[src/design/cip_pkg.sv]
// Package: register map, field positions, reset values and priority codes
package cip_pkg;
   // Register byte offsets on APB
   localparam logic [11:0] FLAG_OFFS   = 12'h000;
   localparam logic [11:0] ENABLE_OFFS = 12'h004;
   localparam logic [11:0] STATUS_OFFS = 12'h008;
   localparam logic [11:0] CODE_OFFS   = 12'h00C;
   localparam logic [11:0] COUNT_OFFS  = 12'h010;
   localparam logic [11:0] CTRL_OFFS   = 12'h014;

   // Flag and enable bit positions
   localparam int RX0_BIT = 0;
   localparam int RX1_BIT = 1;
   localparam int TX0_BIT = 2;
   localparam int TX1_BIT = 3;
   localparam int TX2_BIT = 4;
   localparam int ERR_BIT = 5;
   localparam int WAK_BIT = 6;
   localparam int MER_BIT = 7;
   localparam int NUM_SRC = 8;

   // Status bit positions
   localparam int OVF0_BIT = 0;
   localparam int OVF1_BIT = 1;
   localparam int RXW_BIT  = 2;
   localparam int TXW_BIT  = 3;
   localparam int RXP_BIT  = 4;
   localparam int TXP_BIT  = 5;
   localparam int BOFF_BIT = 6;
   localparam int EWRN_BIT = 7;

   // Reset values
   localparam logic [7:0] FLAG_RST   = 8'h00;
   localparam logic [7:0] ENABLE_RST = 8'h00;
   localparam logic [7:0] TX_FLAG_RST = 8'h00;

   // Error limits
   localparam logic [8:0] WARN_LIMIT    = 9'h060;
   localparam logic [8:0] PASSIVE_LIMIT = 9'h07F;
   localparam logic [8:0] BUSOFF_LIMIT  = 9'h0FF;

   // Priority codes
   localparam logic [2:0] CODE_NONE = 3'h0;
   localparam logic [2:0] CODE_ERR  = 3'h1;
   localparam logic [2:0] CODE_TX2  = 3'h2;
   localparam logic [2:0] CODE_TX1  = 3'h3;
   localparam logic [2:0] CODE_TX0  = 3'h4;
   localparam logic [2:0] CODE_RX1  = 3'h5;
   localparam logic [2:0] CODE_RX0  = 3'h6;
   localparam logic [2:0] CODE_WAK  = 3'h7;

   // Error modes
   typedef enum logic [1:0]
   {
      CIP_ACTIVE  = 2'b00,
      CIP_PASSIVE = 2'b01,
      CIP_BUSOFF  = 2'b11
   } cip_mode_t;
endpackage

[src/design/cip_prioritizer.sv]
// CAN interrupt flags, enables, error status and priority code with APB access
//
// Behaviour
// - Receive flag set on error-free store at end of frame.
// - Code: err 1, tx0 4, tx1 3, tx2 2, rx0 6, rx1 5, wake 7, none 0.
// - Each code term is flag AND enable.
// - Any message error sets message-error flag; interrupt only when enabled.
// - Bus activity in sleep with wake enabled sets wake flag and wakes.
// - Error flag set on overflow or transmitter/receiver error state change.
// - Overflow status bit set when matched receive buffer is full.
// - Receiver warning when receive error count reaches 96.
// - Transmitter warning when transmit error count reaches 96.
// - Receive count above 127 gives error-passive and receiver-passive bit.
// - Transmit count above 127 gives error-passive and transmitter-passive bit.
// - Transmit count above 255 gives bus-off state and bus-off bit.
// - Interrupt pending while any associated flag is set.
// - Software clear ignored while the causing condition is present.
// - Code moves to next pending enabled source after a clear.
// - Transmit flag set when buffer empties; cleared by writing 0.
// - Single error flag; cause readable from communication status register.
//
// The address map and the APB slave port were decided locally.
`timescale 1ns/100ps
module cip_prioritizer
(
   input  wire logic        pclk,
   input  wire logic        presetn,
   input  wire logic        clk_en,
   input  wire logic        psel,
   input  wire logic        penable,
   input  wire logic        pwrite,
   input  wire logic [11:0] paddr,
   input  wire logic [31:0] pwdata,
   input  wire logic [3:0]  pstrb,
   output logic      [31:0] prdata,
   output logic             pready,
   output logic             pslverr,
   input  wire logic [1:0]  rx_done,
   input  wire logic [1:0]  rx_full_drop,
   input  wire logic [2:0]  tx_empty,
   input  wire logic        msg_error,
   input  wire logic        bus_activity,
   input  wire logic [7:0]  rx_err_count,
   input  wire logic [8:0]  tx_err_count,
   output logic             irq,
   output logic [2:0]       irq_priority_code,
   output logic             sleep_exit
);
   ////////////////////////////////////////////////////////////////////////
   logic [7:0]  flag_q, flag_d;
   logic [7:0]  enable_q, enable_d;
   logic [1:0]  ovf_q, ovf_d;
   logic        sleep_q, sleep_d;
   logic [5:0]  err_st_q;
   logic [5:0]  err_st;
   logic [31:0] prdata_d;
   logic        pready_d, pslverr_d, irq_d, sleep_exit_d;
   logic [2:0]  code_d;
   logic [7:0]  term;
   logic [7:0]  set_ev;
   logic [7:0]  cond;
   logic        wr_acc, rd_acc, ack_q;
   cip_pkg::cip_mode_t mode;

   ////////////////////////////////////////////////////////////////////////
   // Error condition decode
   always_comb
   begin
      err_st[cip_pkg::RXW_BIT - 2]  = {1'b0, rx_err_count} >= cip_pkg::WARN_LIMIT;
      err_st[cip_pkg::TXW_BIT - 2]  = tx_err_count >= cip_pkg::WARN_LIMIT;
      err_st[cip_pkg::RXP_BIT - 2]  = {1'b0, rx_err_count} > cip_pkg::PASSIVE_LIMIT;
      err_st[cip_pkg::TXP_BIT - 2]  = tx_err_count > cip_pkg::PASSIVE_LIMIT;
      err_st[cip_pkg::BOFF_BIT - 2] = tx_err_count > cip_pkg::BUSOFF_LIMIT;
      err_st[cip_pkg::EWRN_BIT - 2] = err_st[0] | err_st[1];
      if (err_st[cip_pkg::BOFF_BIT - 2])
         mode = cip_pkg::CIP_BUSOFF;
      else if (err_st[2] | err_st[3])
         mode = cip_pkg::CIP_PASSIVE;
      else
         mode = cip_pkg::CIP_ACTIVE;
   end

   ////////////////////////////////////////////////////////////////////////
   // Flag set events and live conditions
   always_comb
   begin
      set_ev = '0;
      set_ev[cip_pkg::RX0_BIT] = rx_done[0];
      set_ev[cip_pkg::RX1_BIT] = rx_done[1];
      set_ev[cip_pkg::TX0_BIT] = tx_empty[0];
      set_ev[cip_pkg::TX1_BIT] = tx_empty[1];
      set_ev[cip_pkg::TX2_BIT] = tx_empty[2];
      set_ev[cip_pkg::ERR_BIT] = (|rx_full_drop) | (err_st != err_st_q);
      set_ev[cip_pkg::WAK_BIT] = sleep_q & enable_q[cip_pkg::WAK_BIT] & bus_activity;
      set_ev[cip_pkg::MER_BIT] = msg_error;
      cond = set_ev;
      cond[cip_pkg::TX0_BIT] = cond[cip_pkg::TX0_BIT];
   end

   // Writes land at the edge at which the master sees pready
   assign wr_acc = psel & penable & pwrite & pready;
   assign rd_acc = psel & penable & ~pwrite & ~ack_q;

   ////////////////////////////////////////////////////////////////////////
   // Register next state
   always_comb
   begin
      flag_d   = flag_q;
      enable_d = enable_q;
      ovf_d    = ovf_q;
      sleep_d  = sleep_q;
      if (wr_acc && pstrb[0])
      begin
         unique case (paddr)
            cip_pkg::FLAG_OFFS:   flag_d = flag_q & pwdata[7:0];
            cip_pkg::ENABLE_OFFS: enable_d = pwdata[7:0];
            cip_pkg::STATUS_OFFS: ovf_d = ovf_q & pwdata[1:0];
            cip_pkg::CTRL_OFFS:   sleep_d = pwdata[0];
            default:              flag_d = flag_q;
         endcase
      end
      flag_d = flag_d | set_ev | (flag_q & cond);
      ovf_d  = ovf_d | rx_full_drop;
      if (set_ev[cip_pkg::WAK_BIT])
         sleep_d = 1'b0;
   end

   ////////////////////////////////////////////////////////////////////////
   // Priority code and request
   always_comb
   begin
      term  = flag_d & enable_d;
      irq_d = |term;
      if (term[cip_pkg::ERR_BIT])
         code_d = cip_pkg::CODE_ERR;
      else if (term[cip_pkg::TX0_BIT])
         code_d = cip_pkg::CODE_TX0;
      else if (term[cip_pkg::TX1_BIT])
         code_d = cip_pkg::CODE_TX1;
      else if (term[cip_pkg::TX2_BIT])
         code_d = cip_pkg::CODE_TX2;
      else if (term[cip_pkg::RX0_BIT])
         code_d = cip_pkg::CODE_RX0;
      else if (term[cip_pkg::RX1_BIT])
         code_d = cip_pkg::CODE_RX1;
      else if (term[cip_pkg::WAK_BIT])
         code_d = cip_pkg::CODE_WAK;
      else
         code_d = cip_pkg::CODE_NONE;
      sleep_exit_d = set_ev[cip_pkg::WAK_BIT];
   end

   ////////////////////////////////////////////////////////////////////////
   // APB read data and answer
   always_comb
   begin
      prdata_d  = 32'h0000_0000;
      pready_d  = psel & penable & ~ack_q;
      pslverr_d = 1'b0;
      unique case (paddr)
         cip_pkg::FLAG_OFFS:   prdata_d[7:0] = flag_q;
         cip_pkg::ENABLE_OFFS: prdata_d[7:0] = enable_q;
         cip_pkg::STATUS_OFFS: prdata_d[7:0] = {err_st, ovf_q};
         cip_pkg::CODE_OFFS:   prdata_d[4:0] = {mode, irq_priority_code};
         cip_pkg::COUNT_OFFS:  prdata_d[16:0] = {tx_err_count, rx_err_count};
         cip_pkg::CTRL_OFFS:   prdata_d[0] = sleep_q;
         default:              pslverr_d = psel & penable;
      endcase
      if (!rd_acc)
         prdata_d = 32'h0000_0000;
   end

   ////////////////////////////////////////////////////////////////////////
   always_ff @(posedge pclk or negedge presetn)
   begin
      if (!presetn)
      begin
         flag_q            <= cip_pkg::FLAG_RST;
         enable_q          <= cip_pkg::ENABLE_RST;
         ovf_q             <= 2'b00;
         sleep_q           <= 1'b0;
         err_st_q          <= 6'h00;
         ack_q             <= 1'b0;
         prdata            <= 32'h0000_0000;
         pready            <= 1'b0;
         pslverr           <= 1'b0;
         irq               <= 1'b0;
         irq_priority_code <= cip_pkg::CODE_NONE;
         sleep_exit        <= 1'b0;
      end
      else if (clk_en)
      begin
         flag_q            <= flag_d;
         enable_q          <= enable_d;
         ovf_q             <= ovf_d;
         sleep_q           <= sleep_d;
         err_st_q          <= err_st;
         ack_q             <= pready_d;
         prdata            <= prdata_d;
         pready            <= pready_d;
         pslverr           <= pslverr_d & ~ack_q;
         irq               <= irq_d;
         irq_priority_code <= code_d;
         sleep_exit        <= sleep_exit_d;
      end
   end

   ////////////////////////////////////////////////////////////////////////
   // Checks
   property p_rx_set;
      @(posedge pclk) disable iff (!presetn)
      clk_en && rx_done[0] |=> flag_q[cip_pkg::RX0_BIT];
   endproperty
   a_rx_set: assert property (p_rx_set) else $error("rx0 flag not set");

   property p_rx_hold;
      @(posedge pclk) disable iff (!presetn)
      flag_q[cip_pkg::RX0_BIT] && !(wr_acc && paddr == cip_pkg::FLAG_OFFS)
      |=> flag_q[cip_pkg::RX0_BIT];
   endproperty
   a_rx_hold: assert property (p_rx_hold) else $error("rx0 flag lost");

   property p_code_err;
      @(posedge pclk) disable iff (!presetn)
      clk_en && flag_d[cip_pkg::ERR_BIT] && enable_d[cip_pkg::ERR_BIT]
      |=> irq_priority_code == cip_pkg::CODE_ERR;
   endproperty
   a_code_err: assert property (p_code_err) else $error("error code wrong");

   property p_code_masked;
      @(posedge pclk) disable iff (!presetn)
      clk_en && enable_d == 8'h00 |=> irq_priority_code == cip_pkg::CODE_NONE && !irq;
   endproperty
   a_code_masked: assert property (p_code_masked) else $error("masked source shown");

   property p_msg_err;
      @(posedge pclk) disable iff (!presetn)
      clk_en && msg_error |=> flag_q[cip_pkg::MER_BIT];
   endproperty
   a_msg_err: assert property (p_msg_err) else $error("message error lost");

   property p_wake;
      @(posedge pclk) disable iff (!presetn)
      clk_en && sleep_q && enable_q[cip_pkg::WAK_BIT] && bus_activity
      |=> flag_q[cip_pkg::WAK_BIT] && !sleep_q && sleep_exit;
   endproperty
   a_wake: assert property (p_wake) else $error("wake failed");

   property p_ovf_keep;
      @(posedge pclk) disable iff (!presetn)
      ovf_q[0] && !(wr_acc && paddr == cip_pkg::STATUS_OFFS) |=> ovf_q[0];
   endproperty
   a_ovf_keep: assert property (p_ovf_keep) else $error("overflow bit lost");

   property p_busoff;
      @(posedge pclk) disable iff (!presetn)
      tx_err_count > 9'h0FF |-> mode == cip_pkg::CIP_BUSOFF;
   endproperty
   a_busoff: assert property (p_busoff) else $error("bus-off missed");

   property p_irq;
      @(posedge pclk) disable iff (!presetn)
      clk_en ##1 1'b1 |-> irq == |(flag_q & enable_q);
   endproperty
   a_irq: assert property (p_irq) else $error("irq mismatch");

   property p_tx_set;
      @(posedge pclk) disable iff (!presetn)
      clk_en && tx_empty[2] |=> flag_q[cip_pkg::TX2_BIT];
   endproperty
   a_tx_set: assert property (p_tx_set) else $error("tx2 flag not set");

   property p_err_change;
      @(posedge pclk) disable iff (!presetn)
      clk_en && err_st != err_st_q |=> flag_q[cip_pkg::ERR_BIT];
   endproperty
   a_err_change: assert property (p_err_change) else $error("error flag missed");

   property p_ovf_set;
      @(posedge pclk) disable iff (!presetn)
      clk_en && rx_full_drop[1] |=> ovf_q[1];
   endproperty
   a_ovf_set: assert property (p_ovf_set) else $error("overflow bit not set");

   property p_ovf0;
      @(posedge pclk) disable iff (!presetn)
      clk_en && rx_full_drop[0] |=> ovf_q[0] && flag_q[cip_pkg::ERR_BIT];
   endproperty
   a_ovf0: assert property (p_ovf0) else $error("overflow cause lost");

   property p_rx_warn;
      @(posedge pclk) disable iff (!presetn)
      err_st[0] == (rx_err_count >= 8'h60);
   endproperty
   a_rx_warn: assert property (p_rx_warn) else $error("receive warning wrong");

   property p_tx_warn;
      @(posedge pclk) disable iff (!presetn)
      err_st[1] == (tx_err_count >= 9'h060);
   endproperty
   a_tx_warn: assert property (p_tx_warn) else $error("transmit warning wrong");

   property p_rx_pass;
      @(posedge pclk) disable iff (!presetn)
      rx_err_count > 8'h7F |-> err_st[2] && mode != cip_pkg::CIP_ACTIVE;
   endproperty
   a_rx_pass: assert property (p_rx_pass) else $error("receive passive missed");

   property p_tx_pass;
      @(posedge pclk) disable iff (!presetn)
      tx_err_count > 9'h07F |-> err_st[3] && mode != cip_pkg::CIP_ACTIVE;
   endproperty
   a_tx_pass: assert property (p_tx_pass) else $error("transmit passive missed");

   property p_set_wins;
      @(posedge pclk) disable iff (!presetn)
      clk_en && wr_acc && pstrb[0] && paddr == cip_pkg::FLAG_OFFS && set_ev[0] |=> flag_q[0];
   endproperty
   a_set_wins: assert property (p_set_wins) else $error("clear beat set");

   property p_code_tx0;
      @(posedge pclk) disable iff (!presetn)
      clk_en && term[2] && !term[5] |=> irq_priority_code == cip_pkg::CODE_TX0;
   endproperty
   a_code_tx0: assert property (p_code_tx0) else $error("tx0 code wrong");

   property p_code_rx1;
      @(posedge pclk) disable iff (!presetn)
      clk_en && (term & 8'h7F) == 8'h02 |=> irq_priority_code == cip_pkg::CODE_RX1;
   endproperty
   a_code_rx1: assert property (p_code_rx1) else $error("next code wrong");

   property p_wake_quiet;
      @(posedge pclk) disable iff (!presetn)
      clk_en && !sleep_q |=> !sleep_exit;
   endproperty
   a_wake_quiet: assert property (p_wake_quiet) else $error("wake while awake");

   property p_mer_irq;
      @(posedge pclk) disable iff (!presetn)
      clk_en && flag_d[cip_pkg::MER_BIT] && enable_d[cip_pkg::MER_BIT] |=> irq;
   endproperty
   a_mer_irq: assert property (p_mer_irq) else $error("message error irq missed");

   property p_freeze;
      @(posedge pclk) disable iff (!presetn)
      !clk_en |=> $stable(flag_q) && $stable(enable_q) && $stable(ovf_q);
   endproperty
   a_freeze: assert property (p_freeze) else $error("state moved while frozen");
endmodule

[config.mk]
export PLATFORM = sky130hd
export DESIGN_NAME = cip_prioritizer
export DESIGN_NICKNAME = d
export VERILOG_FILES = /design/src/design/cip_pkg.sv /design/src/design/cip_prioritizer.sv
export SDC_FILE = /design/constraint.sdc
export NUM_CORES = 1
export LEC_CHECK = 0
export BUFFER_PORTS_ARGS = -buffer_cell sky130_fd_sc_hd__buf_2
export CORE_MARGIN = 8
export CORE_UTILIZATION = 45
export CTS_BUF_LIST = sky130_fd_sc_hd__clkbuf_4 sky130_fd_sc_hd__clkbuf_8 sky130_fd_sc_hd__clkbuf_16
export DETAILED_ROUTE_END_ITERATION = 8
export GPL_TIMING_DRIVEN = 0
export PLACE_DENSITY_LB_ADDON = 0.08
export SYNTH_ARGS = -nofsm -noshare
export SYNTH_HDL_FRONTEND = slang
export SYNTH_SLANG_ARGS = --single-unit
[constraint.sdc]
create_clock -name pclk -period 2.9 [get_ports pclk]
set_clock_uncertainty 0.2 [all_clocks]
set_input_delay 0.58 -clock pclk [delete_from_list [all_inputs] [get_ports pclk]]
set_output_delay 0.58 -clock pclk [all_outputs]
set_load 0.005 [all_outputs]
==> impl_metrics.ini <==
[status]
status = complete, no violations

[run]
drv_cap = 0

[detailed_routing]
wire_per_inst_um = 16.93
ant_nets = 0
drt-initial-drc-count = 148
wl_mm = 8.177
drtPass1Iterations = 4
vias = 2597
drc = 0
vias_per_cell = 5.377

[pwr]
p_clk_frac = 0.363
p_seq_frac = 0.506
irDropWorstVdd_v = 0.0002255
switching_share = 0.2511
power_mw = 1.387
p_leak_nw = 1.609
switchingPower_mw = 0.3483
power_density_nw_per_um2 = 400.1
pwr-share-comb = 0.130
power.internal_mw = 1.039

[worst_setup_path]
crit_start = paddr[7]
r2r_setup_slack_ns = 0.25
worstReg2RegStart = ack_q
r2r-end = irq_priority_code[0]
critical_path.endpoint = irq_priority_code[0]
path_class = input port to flip-flop
crit_arrival_ns = 2.78
ff2ff_path_depth = 8
worst_ep_required_time_ns = 2.89
crit_path_end_kind = flip-flop
crit_chain = buf_2, or4_4, nor3_4, and4_1, buf_4, mux2i_1, nand2_1, and2_4, o32a_1
slowest_delay_ns = 0.56
cp-start-kind = input port
path_max_fanout = 10
crit_slowest_cell = or4_4

[floorplan]
core-area_um2 = 6205
initial_core_util = 0.4557
core.rowCount = 29
die-area_um2 = 9076
dieWidth_um = 95.27
fp.dieH_um = 95.27
ioPinCount = 119

[final_layout]
fin_nets = 485
layout_common_cells = buf_2, dfrtp_1, nand2_1
fin_cells = 483
drive_gt1_frac = 0.3227
mostFrequentLayoutCell = buf_2
antenna_cells = 0
syn2layout_area_growth_pct = 22.61
design_area_um2 = 3467

[logic_synthesis]
synth.area.top_cells = dfrtp_1, nand2_1, o21ai_0
synth_top_cell_area_share = 0.4336
synth_cells = 309
avgSynthCellArea_um2 = 9.151
async_reset_ff_frac = 1.000
synth_cell_types = 56
ys_seq_elements = 49
yosysWarningCount = 0
syn_area_um2 = 2828
synth_top_area_cell = dfrtp_1
ys_seq_area_frac = 0.4336
synth_edf_count = 0
synth_ff_type = dfrtp_1

[placed_design]
post-dp-hpwl_mm = 6.308
dp_cells = 475
io_buffers = 75
gp_congestion = 0.8980
placed_cell_area_um2 = 3352
dp_slack_ns = -0.2091

[grt]
antenna_found_initial = 0
grt_max_degree = 50
grt_pass1_wl_mm = 13.14
gr-total-overflow = 0
grt_pass1_vias = 2564
grt_usage = 0.1858

[clocking]
cts_made_buffers = 5
cts_resized = 0
path_clk_slew_ns = 0.09
cts-hold-fix-buffers = 0
htree_num_levels = 2
clockRootBuffer = clkbuf_8
cts.sinks = 49
post_cts_buffers = 0
clock_latency_ns = 0.31
cts_tree = done
cts_buffer_depth = 2

[timing]
hold_viol_final = 0
worst_pin_slew_ns = 1.120
fin_crit_sh = 0.9627
max_slew_margin = 0.2537
worst_hold_slack_ns = 0.2695
fin_crit_ns = 2.792
setup_violations = 0
finalMaxSlewViolations = 0
fmax_mhz = 358.2
rsz0062_at_grt = false
setup_ws_ns = 0.1082

[hold_path]
hp-class = input port to asynchronous set/reset pin
==> routing by layer <==
metal | up-vias | global-route usage | share of wire
li1 | 1269 | - | -
met1 | 1226 | 0.2453 | 0.42
met2 | 89 | 0.3009 | 0.48
met3 | 13 | 0.03858 | 0.078
met4 | 0 | 0.05072 | 0.017
met5 | - | 0 | 0
==> registers in the layout, summed over array words and instances, names as in the netlist <==
| name | count |
|---|---|
| enable_q | 8 |
| flag_q | 8 |
| ack_q | 1 |
| prdata | 17 |
| irq | 1 |
| sleep_q | 1 |
| pslverr | 1 |
| ovf_q | 2 |
| err_st_q | 6 |
| irq_priority_code | 3 |
| sleep_exit | 1 |
==> stage by stage <==
stage	util	TNS [ns]
final	0.5588	0
after global routing	0.5588	0
after CTS	0.5588	0
after detailed placement	0.5402	-1.047
after global placement	0.5402	-0.7911
after floorplan	-	0
==> cells by family (layout without fill, tap and decap cells) <==
kind of cell / after synthesis / after routing / share of synthesized area
other cells: 1 / 15 / 0.001326
buf+inv: 53 / 136 / 0.1009
simple gates: 100 / 100 / 0.1827
xor+xnor: 4 / 4 / 0.01239
mux: 14 / 14 / 0.05797
flops: 49 / 49 / 0.4336
compound gates: 88 / 88 / 0.2111
==> worst max-delay path, delay by kind of cell <==
family / cells / cell delay, ns
AOI/OAI and AO/OA: 1 / 0.34
buffers and inverters: 2 / 0.29
muxes: 1 / 0.20
and+or+nand+nor: 5 / 1.36
==> synthesized netlist by cell type (3+ instances only) <==
master,instances
a21oi_1,11
a222oi_1,7
a22o_1,5
a31oi_1,4
a41oi_1,4
and3_1,3
buf_4,17
clkbuf_1,5
dfrtp_1,49
inv_1,24
mux2_2,9
mux2i_1,4
nand2_1,42
nand3_1,8
nor2_1,20
o21ai_0,28
o21ai_1,3
o22ai_1,13
o32ai_1,3
xnor2_1,3
==> area by class of cell <==
| type | count | area (um2) |
|---|---|---|
| clock buffers | 6 | 76.32 |
| well taps | 77 | 96.34 |
| flip-flops and latches | 49 | 1226 |
| multi-input cells | 221 | 1369 |
| fillers | 610 | 2738 |
| clock inverters | 2 | 38.79 |
| plain buffers | 28 | 191.4 |
| inverters | 25 | 93.84 |
| repair buffers | 75 | 375.4 |
==> worst min-delay path by stage <==
stage               startpoint     endpoint  slack, ns  depth (start not counted)
2_1_floorplan          presetn        ack_q       0.08                          0
3_3_place_gp       enable_q[3]  enable_q[3]       0.29                          2
3_5_place_dp           sleep_q      sleep_q       0.30                          2
4_1_cts        tx_err_count[0]    prdata[8]       0.26                          3
5_1_grt        tx_err_count[0]    prdata[8]       0.27                          3
6_report               presetn    prdata[9]       0.27                          1
==> power by group through the flow <==
stage | Sequential (mW) | Combinational [mW] | Clock [mW]
finish | 0.702 | 0.181 | 0.504
global route | 0.705 | 0.201 | 0.541
CTS | 0.702 | 0.181 | 0.520
detailed placement | 0.716 | 0.180 | 0
global placement | 0.715 | 0.178 | 0
floorplan | 0.715 | 0.0912 | 0
Power figures use the tool's default switching activity.
